### src/common/hbw_consts.vh
// constants for the host bus zero-wait and x-bus buffer glue
`ifndef HBW_CONSTS_VH
`define HBW_CONSTS_VH

// configuration register indexes
`define HBW_BUFFER_ENABLE_STRAP_IDX        8'h21
`define HBW_PP_CTRL2_IDX    8'h02

// general_config_one field positions
`define HBW_BUFFER_ENABLE_STRAP_ZWS_BIT    0
`define HBW_BUFFER_ENABLE_STRAP_XDB_BIT    4

// parport_second_level_control field positions
`define HBW_CTRL2_ZWS_BIT   3

// reset values
`define HBW_BYTE_ZERO       8'h00
`define HBW_BYTE_ONES       8'hFF
`define HBW_BUFFER_ENABLE_STRAP_RST        8'h00
`define HBW_CTRL2_RST       8'h00

// parallel port mode encodings
`define HBW_PP_SPP          3'h0
`define HBW_PP_EPP17        3'h1
`define HBW_PP_EPP19        3'h2
`define HBW_PP_ECP          3'h3

// chip-select pins of the alternate function are outputs only
`define HBW_ALT_CS_OE       2'h3

`endif

### src/rtl/hbw_zws_xbuf.v
// zero-wait-state decision and x-bus data buffer pin multiplexing
`timescale 1ns/1ps
`default_nettype none
`include "hbw_consts.vh"

////////////////////////////////////////////////////////////////////////////////
// Function
// pull zero-wait output low when access may finish without wait states
// never pull it low on configuration register access, isolation included
// never pull it low on parallel port access in standard or EPP 1.9 mode
// always pull it low on parallel port access in ECP mode
// in EPP 1.7 mode bit 3 of second-level control decides
// second-level control reached by index at base+403h, data at base+404h
// for all other decoded addresses bit 0 of general config one decides
// bit 4 of general config one selects buffer or alternate pin functions
// unselected input function on each shared pin is held high internally
// buffer data lines enabled only while buffer chip select is active
// buffer read command sets drive direction, read data goes toward host
// fixed pairing of buffer signals with alternate functions on the pins
// buffer enable bit loaded from the strap pin during reset
// drive host data only with chip select and read both active
module hbw_zws_xbuf (
  input  wire       i_core_clk,
  input  wire       i_rstn,
  // host access decode, same clock domain
  input  wire       i_host_access,
  input  wire       i_tgt_cfg_regs,
  input  wire       i_isolation_state,
  input  wire       i_tgt_parport,
  input  wire       i_tgt_other,
  input  wire [2:0] i_pp_mode,
  input  wire [7:0] i_host_wdata,
  // configuration index/data pair
  input  wire       i_cfg_index_wr,
  input  wire       i_cfg_data_wr,
  input  wire       i_cfg_data_rd,
  output reg  [7:0] o_cfg_rdata,
  // parallel port second-level index (base+403h) and data (base+404h)
  input  wire       i_pp_index_wr,
  input  wire       i_pp_data_wr,
  input  wire       i_pp_data_rd,
  output reg  [7:0] o_pp_rdata,
  // zero-wait open-drain pin
  output reg        o_zero_wait_out_n,
  output reg        o_zero_wait_oe,
  // strap
  input  wire       i_buffer_enable_strap,
  // shared input pins
  input  wire       i_pin_cs_ring,
  input  wire       i_pin_rd_id3,
  // shared data pins
  input  wire [7:0] i_xd_pin,
  output reg  [7:0] o_xd_pin,
  output reg  [7:0] o_xd_oe,
  // host side data of the buffer
  input  wire [7:0] i_host_data,
  output reg  [7:0] o_host_data,
  output reg        o_host_data_oe,
  // internal copies of shared inputs
  output reg        o_xbuf_chip_sel_n,
  output reg        o_xbuf_read_cmd_n,
  output reg        o_ring_ind_n,
  output reg        o_ident_bit3_in,
  output reg  [7:0] o_alt_in,
  // alternate function drive
  input  wire       i_gp_chip_sel_one,
  input  wire       i_gp_chip_sel_two,
  input  wire [7:2] i_alt_out,
  input  wire [7:2] i_alt_oe,
  // configuration state
  output reg        o_xbuf_enabled
);

  function blk_hi;
    input sel;
    input v;
    begin
      blk_hi = sel ? v : 1'b1;
    end
  endfunction

  function [7:0] blk_hi8;
    input       sel;
    input [7:0] v;
    begin
      blk_hi8 = sel ? v : `HBW_BYTE_ONES;
    end
  endfunction

  function idx_hit;
    input [7:0] idx;
    input [7:0] want;
    begin
      idx_hit = (idx == want);
    end
  endfunction

  // reset image of general config one: strap level in the buffer enable bit
  function [7:0] buffer_enable_strap_rst_val;
    input     strap;
    reg [7:0] v;
    begin
      v                    = `HBW_BUFFER_ENABLE_STRAP_RST;
      v[`HBW_BUFFER_ENABLE_STRAP_XDB_BIT] = strap;
      buffer_enable_strap_rst_val         = v;
    end
  endfunction

  // mode codes outside the four known ones never shorten an access
  function pp_mode_zws;
    input [2:0] mode;
    input       ctrl_bit;
    begin
      case (mode)
        `HBW_PP_ECP:   pp_mode_zws = 1'b1;
        `HBW_PP_EPP17: pp_mode_zws = ctrl_bit;
        `HBW_PP_SPP:   pp_mode_zws = 1'b0;
        `HBW_PP_EPP19: pp_mode_zws = 1'b0;
        default:       pp_mode_zws = 1'b0;
      endcase
    end
  endfunction

  ////////////////////////////////////////////////////////////////////////////////
  // pin synchronisers

  reg       strap_s1_reg;
  reg       strap_s2_reg;
  reg       csr_s1_reg;
  reg       csr_s2_reg;
  reg       rdi_s1_reg;
  reg       rdi_s2_reg;
  reg [7:0] xd_s1_reg;
  reg [7:0] xd_s2_reg;
  reg [7:0] hd_s1_reg;
  reg [7:0] hd_s2_reg;

  always @(posedge i_core_clk) begin
    if (!i_rstn) begin
      csr_s1_reg   <= 1'b1;
      csr_s2_reg   <= 1'b1;
      rdi_s1_reg   <= 1'b1;
      rdi_s2_reg   <= 1'b1;
      xd_s1_reg    <= `HBW_BYTE_ONES;
      xd_s2_reg    <= `HBW_BYTE_ONES;
      hd_s1_reg    <= `HBW_BYTE_ZERO;
      hd_s2_reg    <= `HBW_BYTE_ZERO;
    end else begin
      csr_s1_reg   <= i_pin_cs_ring;
      csr_s2_reg   <= csr_s1_reg;
      rdi_s1_reg   <= i_pin_rd_id3;
      rdi_s2_reg   <= rdi_s1_reg;
      xd_s1_reg    <= i_xd_pin;
      xd_s2_reg    <= xd_s1_reg;
      hd_s1_reg    <= i_host_data;
      hd_s2_reg    <= hd_s1_reg;
    end
  end

  // the strap pair runs through reset, so the level is past both stages
  // when the reset load takes it; a reset here would always load a zero
  always @(posedge i_core_clk) begin
    strap_s1_reg <= i_buffer_enable_strap;
    strap_s2_reg <= strap_s1_reg;
  end

  ////////////////////////////////////////////////////////////////////////////////
  // configuration registers

  reg [7:0] cfg_index_reg;
  reg [7:0] buffer_enable_strap_reg;
  reg [7:0] pp_index_reg;
  reg [7:0] ctrl2_reg;

  wire      buffer_enable_strap_hit  = idx_hit(cfg_index_reg, `HBW_BUFFER_ENABLE_STRAP_IDX);
  wire      ctrl2_hit = idx_hit(pp_index_reg, `HBW_PP_CTRL2_IDX);

  always @(posedge i_core_clk) begin
    if (!i_rstn) begin
      cfg_index_reg <= `HBW_BYTE_ZERO;
      // strap level from the synchroniser lands while reset is held
      buffer_enable_strap_reg      <= buffer_enable_strap_rst_val(strap_s2_reg);
    end else begin
      if (i_cfg_index_wr) begin
        cfg_index_reg <= i_host_wdata;
      end
      if (i_cfg_data_wr && buffer_enable_strap_hit) begin
        buffer_enable_strap_reg <= i_host_wdata;
      end
    end
  end

  always @(posedge i_core_clk) begin
    if (!i_rstn) begin
      pp_index_reg <= `HBW_BYTE_ZERO;
      ctrl2_reg    <= `HBW_CTRL2_RST;
    end else begin
      if (i_pp_index_wr) begin
        pp_index_reg <= i_host_wdata;
      end
      if (i_pp_data_wr && ctrl2_hit) begin
        ctrl2_reg <= i_host_wdata;
      end
    end
  end

  // unmapped indexes read as zero
  always @(posedge i_core_clk) begin
    if (!i_rstn) begin
      o_cfg_rdata <= `HBW_BYTE_ZERO;
      o_pp_rdata  <= `HBW_BYTE_ZERO;
    end else begin
      if (i_cfg_data_rd) begin
        o_cfg_rdata <= buffer_enable_strap_hit ? buffer_enable_strap_reg : `HBW_BYTE_ZERO;
      end
      if (i_pp_data_rd) begin
        o_pp_rdata <= ctrl2_hit ? ctrl2_reg : `HBW_BYTE_ZERO;
      end
    end
  end

  wire xdb_sel = buffer_enable_strap_reg[`HBW_BUFFER_ENABLE_STRAP_XDB_BIT];

  ////////////////////////////////////////////////////////////////////////////////
  // zero-wait decision

  reg pp_zws;
  reg zws_next;

  // the decision shows one clock after the decode, so the host decode
  // must stand for the whole access or the pin lets go early

  always @* begin
    pp_zws   = pp_mode_zws(i_pp_mode, ctrl2_reg[`HBW_CTRL2_ZWS_BIT]);
    zws_next = 1'b0;
    // configuration access wins over every other target
    if (i_host_access && !i_tgt_cfg_regs && !i_isolation_state) begin
      if (i_tgt_parport) begin
        zws_next = pp_zws;
      end else if (i_tgt_other) begin
        zws_next = buffer_enable_strap_reg[`HBW_BUFFER_ENABLE_STRAP_ZWS_BIT];
      end
    end
  end

  always @(posedge i_core_clk) begin
    if (!i_rstn) begin
      o_zero_wait_out_n <= 1'b0;
      o_zero_wait_oe    <= 1'b0;
    end else begin
      o_zero_wait_out_n <= 1'b0;
      o_zero_wait_oe    <= zws_next;
    end
  end

  ////////////////////////////////////////////////////////////////////////////////
  // pin multiplexing

  // pin to output is three clocks; a buffer turnaround shorter than that
  // is not followed, the trade for clean synchronised pins
  wire xb_cs_act = xdb_sel && !csr_s2_reg;
  wire xb_rd_act = xdb_sel && !rdi_s2_reg;

  always @(posedge i_core_clk) begin
    if (!i_rstn) begin
      o_xbuf_chip_sel_n <= 1'b1;
      o_xbuf_read_cmd_n <= 1'b1;
      o_ring_ind_n      <= 1'b1;
      o_ident_bit3_in   <= 1'b1;
      o_alt_in          <= `HBW_BYTE_ONES;
      o_xbuf_enabled    <= 1'b0;
    end else begin
      o_xbuf_enabled    <= xdb_sel;
      o_xbuf_chip_sel_n <= blk_hi(xdb_sel, csr_s2_reg);
      o_ring_ind_n      <= blk_hi(!xdb_sel, csr_s2_reg);
      o_xbuf_read_cmd_n <= blk_hi(xdb_sel, rdi_s2_reg);
      o_ident_bit3_in   <= blk_hi(!xdb_sel, rdi_s2_reg);
      o_alt_in          <= blk_hi8(!xdb_sel, xd_s2_reg);
    end
  end

  // data pins and host side of the buffer
  always @(posedge i_core_clk) begin
    if (!i_rstn) begin
      o_xd_pin          <= `HBW_BYTE_ZERO;
      o_xd_oe           <= `HBW_BYTE_ZERO;
      o_host_data       <= `HBW_BYTE_ZERO;
      o_host_data_oe    <= 1'b0;
    end else begin
      if (xdb_sel) begin
        // write toward the x-bus while selected without read
        o_xd_pin       <= hd_s2_reg;
        o_xd_oe        <= (xb_cs_act && !xb_rd_act) ? `HBW_BYTE_ONES : `HBW_BYTE_ZERO;
        o_host_data    <= xd_s2_reg;
        o_host_data_oe <= xb_cs_act && xb_rd_act;
      end else begin
        o_xd_pin       <= {i_alt_out, i_gp_chip_sel_two, i_gp_chip_sel_one};
        o_xd_oe        <= {i_alt_oe, `HBW_ALT_CS_OE};
        o_host_data    <= `HBW_BYTE_ZERO;
        o_host_data_oe <= 1'b0;
      end
    end
  end

endmodule
`default_nettype wire

### config.mk
export PLATFORM = sky130hd
export DESIGN_NAME = hbw_zws_xbuf
export DESIGN_NICKNAME = d
export VERILOG_FILES = /design/src/rtl/hbw_zws_xbuf.v
export VERILOG_INCLUDE_DIRS = /design/src /design/src/common
export SDC_FILE = /design/constraint.sdc
export NUM_CORES = 1
export LEC_CHECK = 0
export BUFFER_PORTS_ARGS = -buffer_cell sky130_fd_sc_hd__buf_4
export CELL_PAD_IN_SITES_DETAIL_PLACEMENT = 0
export CELL_PAD_IN_SITES_GLOBAL_PLACEMENT = 1
export CORE_ASPECT_RATIO = 0.6
export CORE_UTILIZATION = 40
export DETAILED_ROUTE_END_ITERATION = 16
export PLACE_DENSITY_LB_ADDON = 0.1
export SLEW_MARGIN = 30
export SYNTH_ARGS = -nofsm -noshare
export SYNTH_HDL_FRONTEND = slang
export SYNTH_SLANG_ARGS = --single-unit
### constraint.sdc
create_clock -name i_core_clk -period 1.8 [get_ports i_core_clk]
set_clock_uncertainty 0.1 [all_clocks]
set_input_delay 0.27 -clock i_core_clk [delete_from_list [all_inputs] [get_ports i_core_clk]]
set_output_delay 0.27 -clock i_core_clk [all_outputs]
set_load 0.1 [all_outputs]
Word-level counts from Yosys, hierarchy flattened
Cells that the tools add are included.
Storage, ports and cells
  output and inout bits: 56
  register bits: 125
Cells by class
  bitwise logic cells: 1
  muxes and demuxes: 10
  eq/ne operators: 5
  reduce and logical (&&, ||, !) cells: 16
Operators with widths (count)
  two-way mux 8 bit: 5
  two-way mux 5 bit: 2
  equality test 8 x 2 -> 1 bit (second input constant): 1
  equality test 8 x 6 -> 1 bit (second input constant): 1
  logical AND 1 bit: 8
  logical NOT 1 bit: 5
  AND reduction 2 bit: 2
  equality test 3 x 1 -> 1 bit (second input constant): 1
  equality test 3 x 2 -> 1 bit (second input constant): 1
  two-way mux 1 bit: 2
  != test 2 x 1 -> 1 bit (second input constant): 1
  one-hot mux 1 bit (2 select lines): 1
  OR reduction 2 bit: 1
  NOT 1 bit: 1

Depth between registers and ports, before layout
Gate-level depths: netlist of the first run.
  depth in word-level cells: 6
  depth in mapped cells: 5
  depth with buffers taken out: 3

Worst setup path after synthesis of the first run
OpenSTA, ideal clock, no wires.
  path type: flip-flop to output port
  start: register o_xd_oe[1]
  end: output o_xd_oe[1]
  stages on the path, launching flop included: 2
  required time: 1.430 ns
  path slack: 0.074 ns
  arrival: 1.356 ns
  path through: dfxtp_1 buf_4
RTL lines
  start: declaration: RTL line hbw_zws_xbuf.v:54  | output reg [7:0] o_xd_oe,
  start signal: assignment: RTL line hbw_zws_xbuf.v:286  | o_xd_oe <= `HBW_BYTE_ZERO;
  start signal: assignment: RTL line hbw_zws_xbuf.v:293  | o_xd_oe <= (xb_cs_act && !xb_rd_act) ? `HBW_BYTE_ONES : `HBW_BYTE_ZERO;
  start signal: assignment: RTL line hbw_zws_xbuf.v:298  | o_xd_oe <= {i_alt_oe, `HBW_ALT_CS_OE};
No word-level cell between the ends.

Worst setup path after layout of the first run
  start: register pp_index_reg[3]
  end: register ctrl2_reg[0]
Between the ends
  word-level cells in the longest chain between the ends: 2
Ends and longest elaborated chain
  start: declaration: RTL line hbw_zws_xbuf.v:172  | reg [7:0] pp_index_reg;
  start signal: assignment: RTL line hbw_zws_xbuf.v:195  | pp_index_reg <= `HBW_BYTE_ZERO;
  start signal: assignment: RTL line hbw_zws_xbuf.v:199  | pp_index_reg <= i_host_wdata;
  equality test 8 x 2 -> 1 bit: RTL line hbw_zws_xbuf.v:94  | idx_hit = (idx == want);
  logical AND 1 bit: RTL line hbw_zws_xbuf.v:201  | if (i_pp_data_wr && ctrl2_hit) begin
  end signal: assignment: RTL line hbw_zws_xbuf.v:196  | ctrl2_reg <= `HBW_CTRL2_RST;
  end signal: assignment: RTL line hbw_zws_xbuf.v:202  | ctrl2_reg <= i_host_wdata;
  end: declaration: RTL line hbw_zws_xbuf.v:173  | reg [7:0] ctrl2_reg;
No other way between the ends.
A chain may end at the register's enable or synchronous reset.

==> flow_summary.ini, run 1 <==
[run_status]
outcome = completed

[clocking]
cts.htree.levels = 4
ctsResizeCount = 0
cts-root-buf = clkbuf_16
clock_latency_ns = 0.41
numCtsBuffers = 17
cts_tree = built
clkTransAtPathRegs_ns = 0.05
clock-sinks = 124
clk_path_buf_depth = 2

[flow_run]
cap_violations = 0

[setup_path]
slowest_delay_ns = 0.60
cp_top_family = simple AND/OR/NAND/NOR gates
cp-start-kind = flip-flop
arrival_ns = 1.84
crit_buf_inv = 0
endpoint_kind = flip-flop
path_class = reg2reg
slowest_stage = nor4_4
crit_chain = nor4_4 > nand3_4 > mux2i_1
worstPathRequired_ns = 2.03
crit_fanout = 9

[power_and_ir_drop]
p_sw_share_pct = 23.0
p_sw_mw = 1.68
power_density_nw_per_um2 = 1210
leakagePower_nw = 2.70
internal_power_mw = 5.63
clockPowerShare_pct = 50.3
combPwrFrac_pct = 10.0
irDropWorstVdd_v = 0.000683
sequentialPowerShare_pct = 39.6

[die]
die_w_um = 133
num_io_pins = 113
core_um2 = 9950
die_y_um = 80.8
dieArea_um2 = 10800
start_util_pct = 41.6
rows = 28

[finish]
post-route-util_pct = 60.5
area_growth_syn_to_layout_pct = 45.4
fin_nets = 561
final_cell_mix = 123 x dfxtp_1, 118 x buf_4, 46 x nand2b_1, 39 x mux2i_1
layout_commonest_cell = dfxtp_1
drive_gt1_share_pct = 30.9
nFillCells = 824
diodes = 0

[logic_synthesis]
synthTopCellsByArea = dfxtp_1 60%, mux2i_1 9.4%, nand2b_1 7.0%, nor2b_1 3.8%, a21boi_0 2.9%
synth_top_area_cell = dfxtp_1
yosysSeqAreaShare_pct = 60.3
synth_area_per_cell_um2 = 11.4
synth_cell_type_count = 28
syn_nets = 420
netlist_area_um2 = 4140
synth_top_area_share_pct = 59.5
yosysWarningCount = 0
ys_ff_latch = 124
postSynthCellCount = 363

[timing]
fmax_mhz = 618
slew_headroom_pct = 58.2
slew_viol_final = 0
worst_slew_pin_slew_ns = 0.625
rsz0062_at_grt = false
hold_viol_final = 0
layout_setup_ws_ns = 0.183
tns_ns = 0
fin_crit_ns = 1.62
setup_violations = 0
timing.final.crit_share_pct = 89.8

[route]
drt_first_pass_iters = 5
vias = 2903
wirelength_um = 9000
drt_iter0_drc = 131
drc = 0
vias_per_cell = 4.45
avgRoutedWirePerCell_um = 13.8
ant_nets = 0

[global_route]
antenna_found_initial = 0
grt_pass1_wl_um = 14200
grt_max_degree = 44
grt_remaining_overflow = 0
grt_pass1_vias = 2780
grtUsageTotal_pct = 17.9

[place]
numPortBuffers = 111
dp_slack_ns = 0.220
place_hpwl_um = 6080
gp_congestion = 0.730

[hold_path]
worstHoldPathType = in2reg
## synthesized netlist by cell type
library cell and number:
edfxtp_1 1, nand4bb_1 1, or2_2 3, nor4_4 2
nand4_1 16, buf_4 3, clkbuf_1 15, buf_2 4
and2_1 16, nor4b_4 1, nor2b_1 25, nand2_1 25
a21o_1 6, a21oi_1 1, a21boi_0 16, inv_1 3
nor3b_2 1, and3_1 8, nand3b_1 1, dfxtp_1 123
mux2i_1 39, nor2_1 1, nand2b_1 46, conb_1 1
o22ai_1 1, o2111ai_1 1, nor4bb_1 1, nand3_4 2
## through the flow
stage | hold slack (ns) | cell area [um^2] | total power [mW] | instances
after global routing | 0.0316 | 6010 | 7.57 | 652
after detailed placement | 0.225 | 5110 | 3.64 | 595
final | 0.0217 | 6010 | 7.30 | 652
after global placement | 0.221 | 5110 | 3.63 | 595
after floorplan | 0.198 | 4140 | 3.42 | 363
after CTS | 0.0123 | 6010 | 7.37 | 652
## power groups by stage
stage / Combinational, mW / Sequential [mW] / Clock [mW]
6_report: 0.732 / 2.89 / 3.68
5_1_grt: 0.774 / 2.90 / 3.89
3_3_place_gp: 0.683 / 2.95 / 0
2_1_floorplan: 0.225 / 3.19 / 0
4_1_cts: 0.735 / 2.89 / 3.74
3_5_place_dp: 0.689 / 2.95 / 0
## worst reg2reg max path, cell delays in order, from the launching register on
cell,delay [ns]
dfxtp_1,0.33
nor4_4,0.60
nand3_4,0.27
mux2i_1,0.23
## kinds of logic (layout without fill, tap and decap cells)
family          Yosys count  after routing  share of synthesized area (%)
simple gates            149            149                           23.1
flops                   124            124                           60.3
buf+inv                  25            179                           2.66
compound gates           25             25                           4.48
mux                      39             39                           9.44
other cells               1              1                         0.0907
## worst paths after layout
path                                      start            to  slack, ns  cells after the start
worst min register to register     strap_s1_reg  strap_s2_reg       0.24                      0
worst max-delay path            pp_index_reg[3]  ctrl2_reg[0]       0.18                      3
worst max register to register  pp_index_reg[3]  ctrl2_reg[0]       0.18                      3
worst min-delay path               i_alt_out[3]   o_xd_pin[3]       0.02                      3
## timing repair
action	CTS	global route
hold buffers	25	0
endpoints found under the hold margin	25	0
buffers inserted	0	0
setup endpoints to repair	0	0
## area by class of cell
type	count	area, um^2	area share [%]
clock buffer	21	492	8.18
tap	135	169	2.81
inverter	3	11.3	0.187
timing repair buffer	144	1160	19.2
sequential	124	2490	41.4
multi-input combinational	214	1530	25.5
clock inverter	11	161	2.68
## routing by layer
layer | vias up | part of all wire (%) | global-route usage, %
met2 | 90 | 40 | 24.9
met1 | 1304 | 52 | 24.6
met3 | 11 | 6.3 | 5.93
met4 | 0 | 1.5 | 9.66
met5 | - | 0 | 0
li1 | 1498 | - | -
Note: power is estimated with default switching activity, not from simulation.
==> run 2: changes to the inputs <==
--- a/config.mk
+++ b/config.mk
@@ -15,2 +15,3 @@
 export PLACE_DENSITY_LB_ADDON = 0.1
+export REMOVE_ABC_BUFFERS = 1
 export SLEW_MARGIN = 30
==> constraint.sdc (replaced) <==
create_clock -name i_core_clk -period 1.8 [get_ports i_core_clk]
set_clock_uncertainty 0.1 [all_clocks]
set_input_delay 0.36 -clock i_core_clk [delete_from_list [all_inputs] [get_ports i_core_clk]]
set_output_delay 0.36 -clock i_core_clk [all_outputs]
set_load 0.1 [all_outputs]
==> flow_summary.ini, run 2 (synthesis gave the netlist of run 1 again) <==
[global_route]
grt_max_degree = 51
grt_remaining_overflow = 0
grt_pass1_vias = 2695
antenna_found_initial = 0
grt_pass1_wl_um = 13600
grtUsageTotal_pct = 17.0

[clocking]
numCtsBuffers = 17
cts-root-buf = clkbuf_16
cts.htree.levels = 4
ctsResizeCount = 0
clock_latency_ns = 0.40
clock-sinks = 124
clk_path_buf_depth = 2
clkTransAtPathRegs_ns = 0.05
cts_tree = built

[route]
drt_iter0_drc = 136
vias = 2875
vias_per_cell = 4.56
avgRoutedWirePerCell_um = 13.8
ant_nets = 0
wirelength_um = 8700
drc = 0
drt_first_pass_iters = 4

[timing]
layout_setup_ws_ns = 0.182
hold_viol_final = 0
worst_slew_pin_slew_ns = 0.615
timing.final.crit_share_pct = 89.9
fin_crit_ns = 1.62
setup_violations = 0
slew_headroom_pct = 58.7
fmax_mhz = 618
holdWs_ns = 0.0323
rsz0062_at_grt = false
slew_viol_final = 0

[setup_path]
endpoint_kind = flip-flop
cp-start-kind = flip-flop
r2r-start = pp_index_reg[3]
arrival_ns = 1.80
worstRegToRegCells = 3
path_class = reg2reg
r2r_setup_slack_ns = 0.18
timing.rr.end = ctrl2_reg[2]
worstPathRequired_ns = 1.98
crit_fanout = 9

[finish]
final_cell_mix = 123 x dfxtp_1, 121 x buf_4, 46 x nand2b_1, 39 x mux2i_1
diodes = 0
drive_gt1_share_pct = 32.5
area_growth_syn_to_layout_pct = 39.8
fin_nets = 540
layoutNonFillerInstCount = 631
fin_area_um2 = 5780
layout_commonest_cell = dfxtp_1

[place]
post_dp_cell_area_um2 = 5130
dp_slack_ns = 0.212
place_hpwl_um = 6090
placed_cells = 598
numPortBuffers = 111
gp_congestion = 0.724

[die]
dieArea_um2 = 10800
rows = 28
die_w_um = 133
die_y_um = 80.8
num_io_pins = 113
start_util_pct = 41.6
core_um2 = 9950

[power_and_ir_drop]
power_density_nw_per_um2 = 1250
leakagePower_nw = 2.61
p_total_mw = 7.25
irDropWorstVdd_v = 0.000727

[run_status]
outcome = completed

[flow_run]
cap_violations = 0

[hold_path]
min_path_cells = 2
holdPathEnd = csr_s1_reg
hold_path_startpoint = i_pin_cs_ring
worstHoldPathType = in2reg
[run 2: changes by cell type in the layout (fill, tap and decap cells not counted), moves of 2 or more]
cell,change
clkbuf_8,-2
buf_4,+3
clkbuf_1,+2
dlygate4sd3_1,-24
[run 2: layout make-up]
type	instances	area, um^2
Timing Repair Buffer	123	938
Multi-Input combinational cell	214	1530
Inverter	3	11.3
Tap cell	135	169
Clock inverter	12	193
Sequential cell	124	2490
Fill cell	862	4170
Clock buffer	20	447
[run 2: power breakdown]
part	internal [mW]	switching (mW)	leakage, nW
Sequential	2.85	0.0438	1.02
Clock	2.48	1.18	0.314
Combinational	0.245	0.449	1.27
Total	5.58	1.67	2.61
[run 2: timing repair]
item | 4_1_cts | 5_1_grt
hold buffers | 1 | 0
buffers inserted | 0 | 0
hold endpoints to repair | 1 | 0
[run 2: worst max path at each step]
stage / end / cells past startpoint / slack, ns / from
after floorplan: buffer_enable_strap_reg[4] / 3 / -0.28 / cfg_index_reg[0]
after global placement: ctrl2_reg[2] / 3 / 0.26 / pp_index_reg[3]
after detailed placement: ctrl2_reg[7] / 3 / 0.21 / pp_index_reg[3]
after CTS: ctrl2_reg[3] / 3 / 0.21 / pp_index_reg[3]
after global routing: ctrl2_reg[7] / 3 / 0.08 / pp_index_reg[3]
final: ctrl2_reg[2] / 3 / 0.18 / pp_index_reg[3]
[run 2: critical path, cell delays in order (launching register included)]
cell and delay (ns):
dfxtp_1 0.33, nor4_4 0.60, nand3_4 0.28, mux2i_1 0.18
[run 2: per-layer routing]
layer / vias up / global-route usage (%) / part of all wire, %
met5: - / 0 / 0
met4: 0 / 7.16 / 1.2
met3: 10 / 6.12 / 6.2
met2: 82 / 22.7 / 38
met1: 1333 / 24.2 / 54
li1: 1450 / - / -
[run 2: through the flow]
stage          util (%)  setup TNS [ns]
6_report           58.1               0
5_1_grt            58.1               0
3_3_place_gp       51.6               0
2_1_floorplan         -           -1.82
4_1_cts            58.1               0
3_5_place_dp       51.6               0
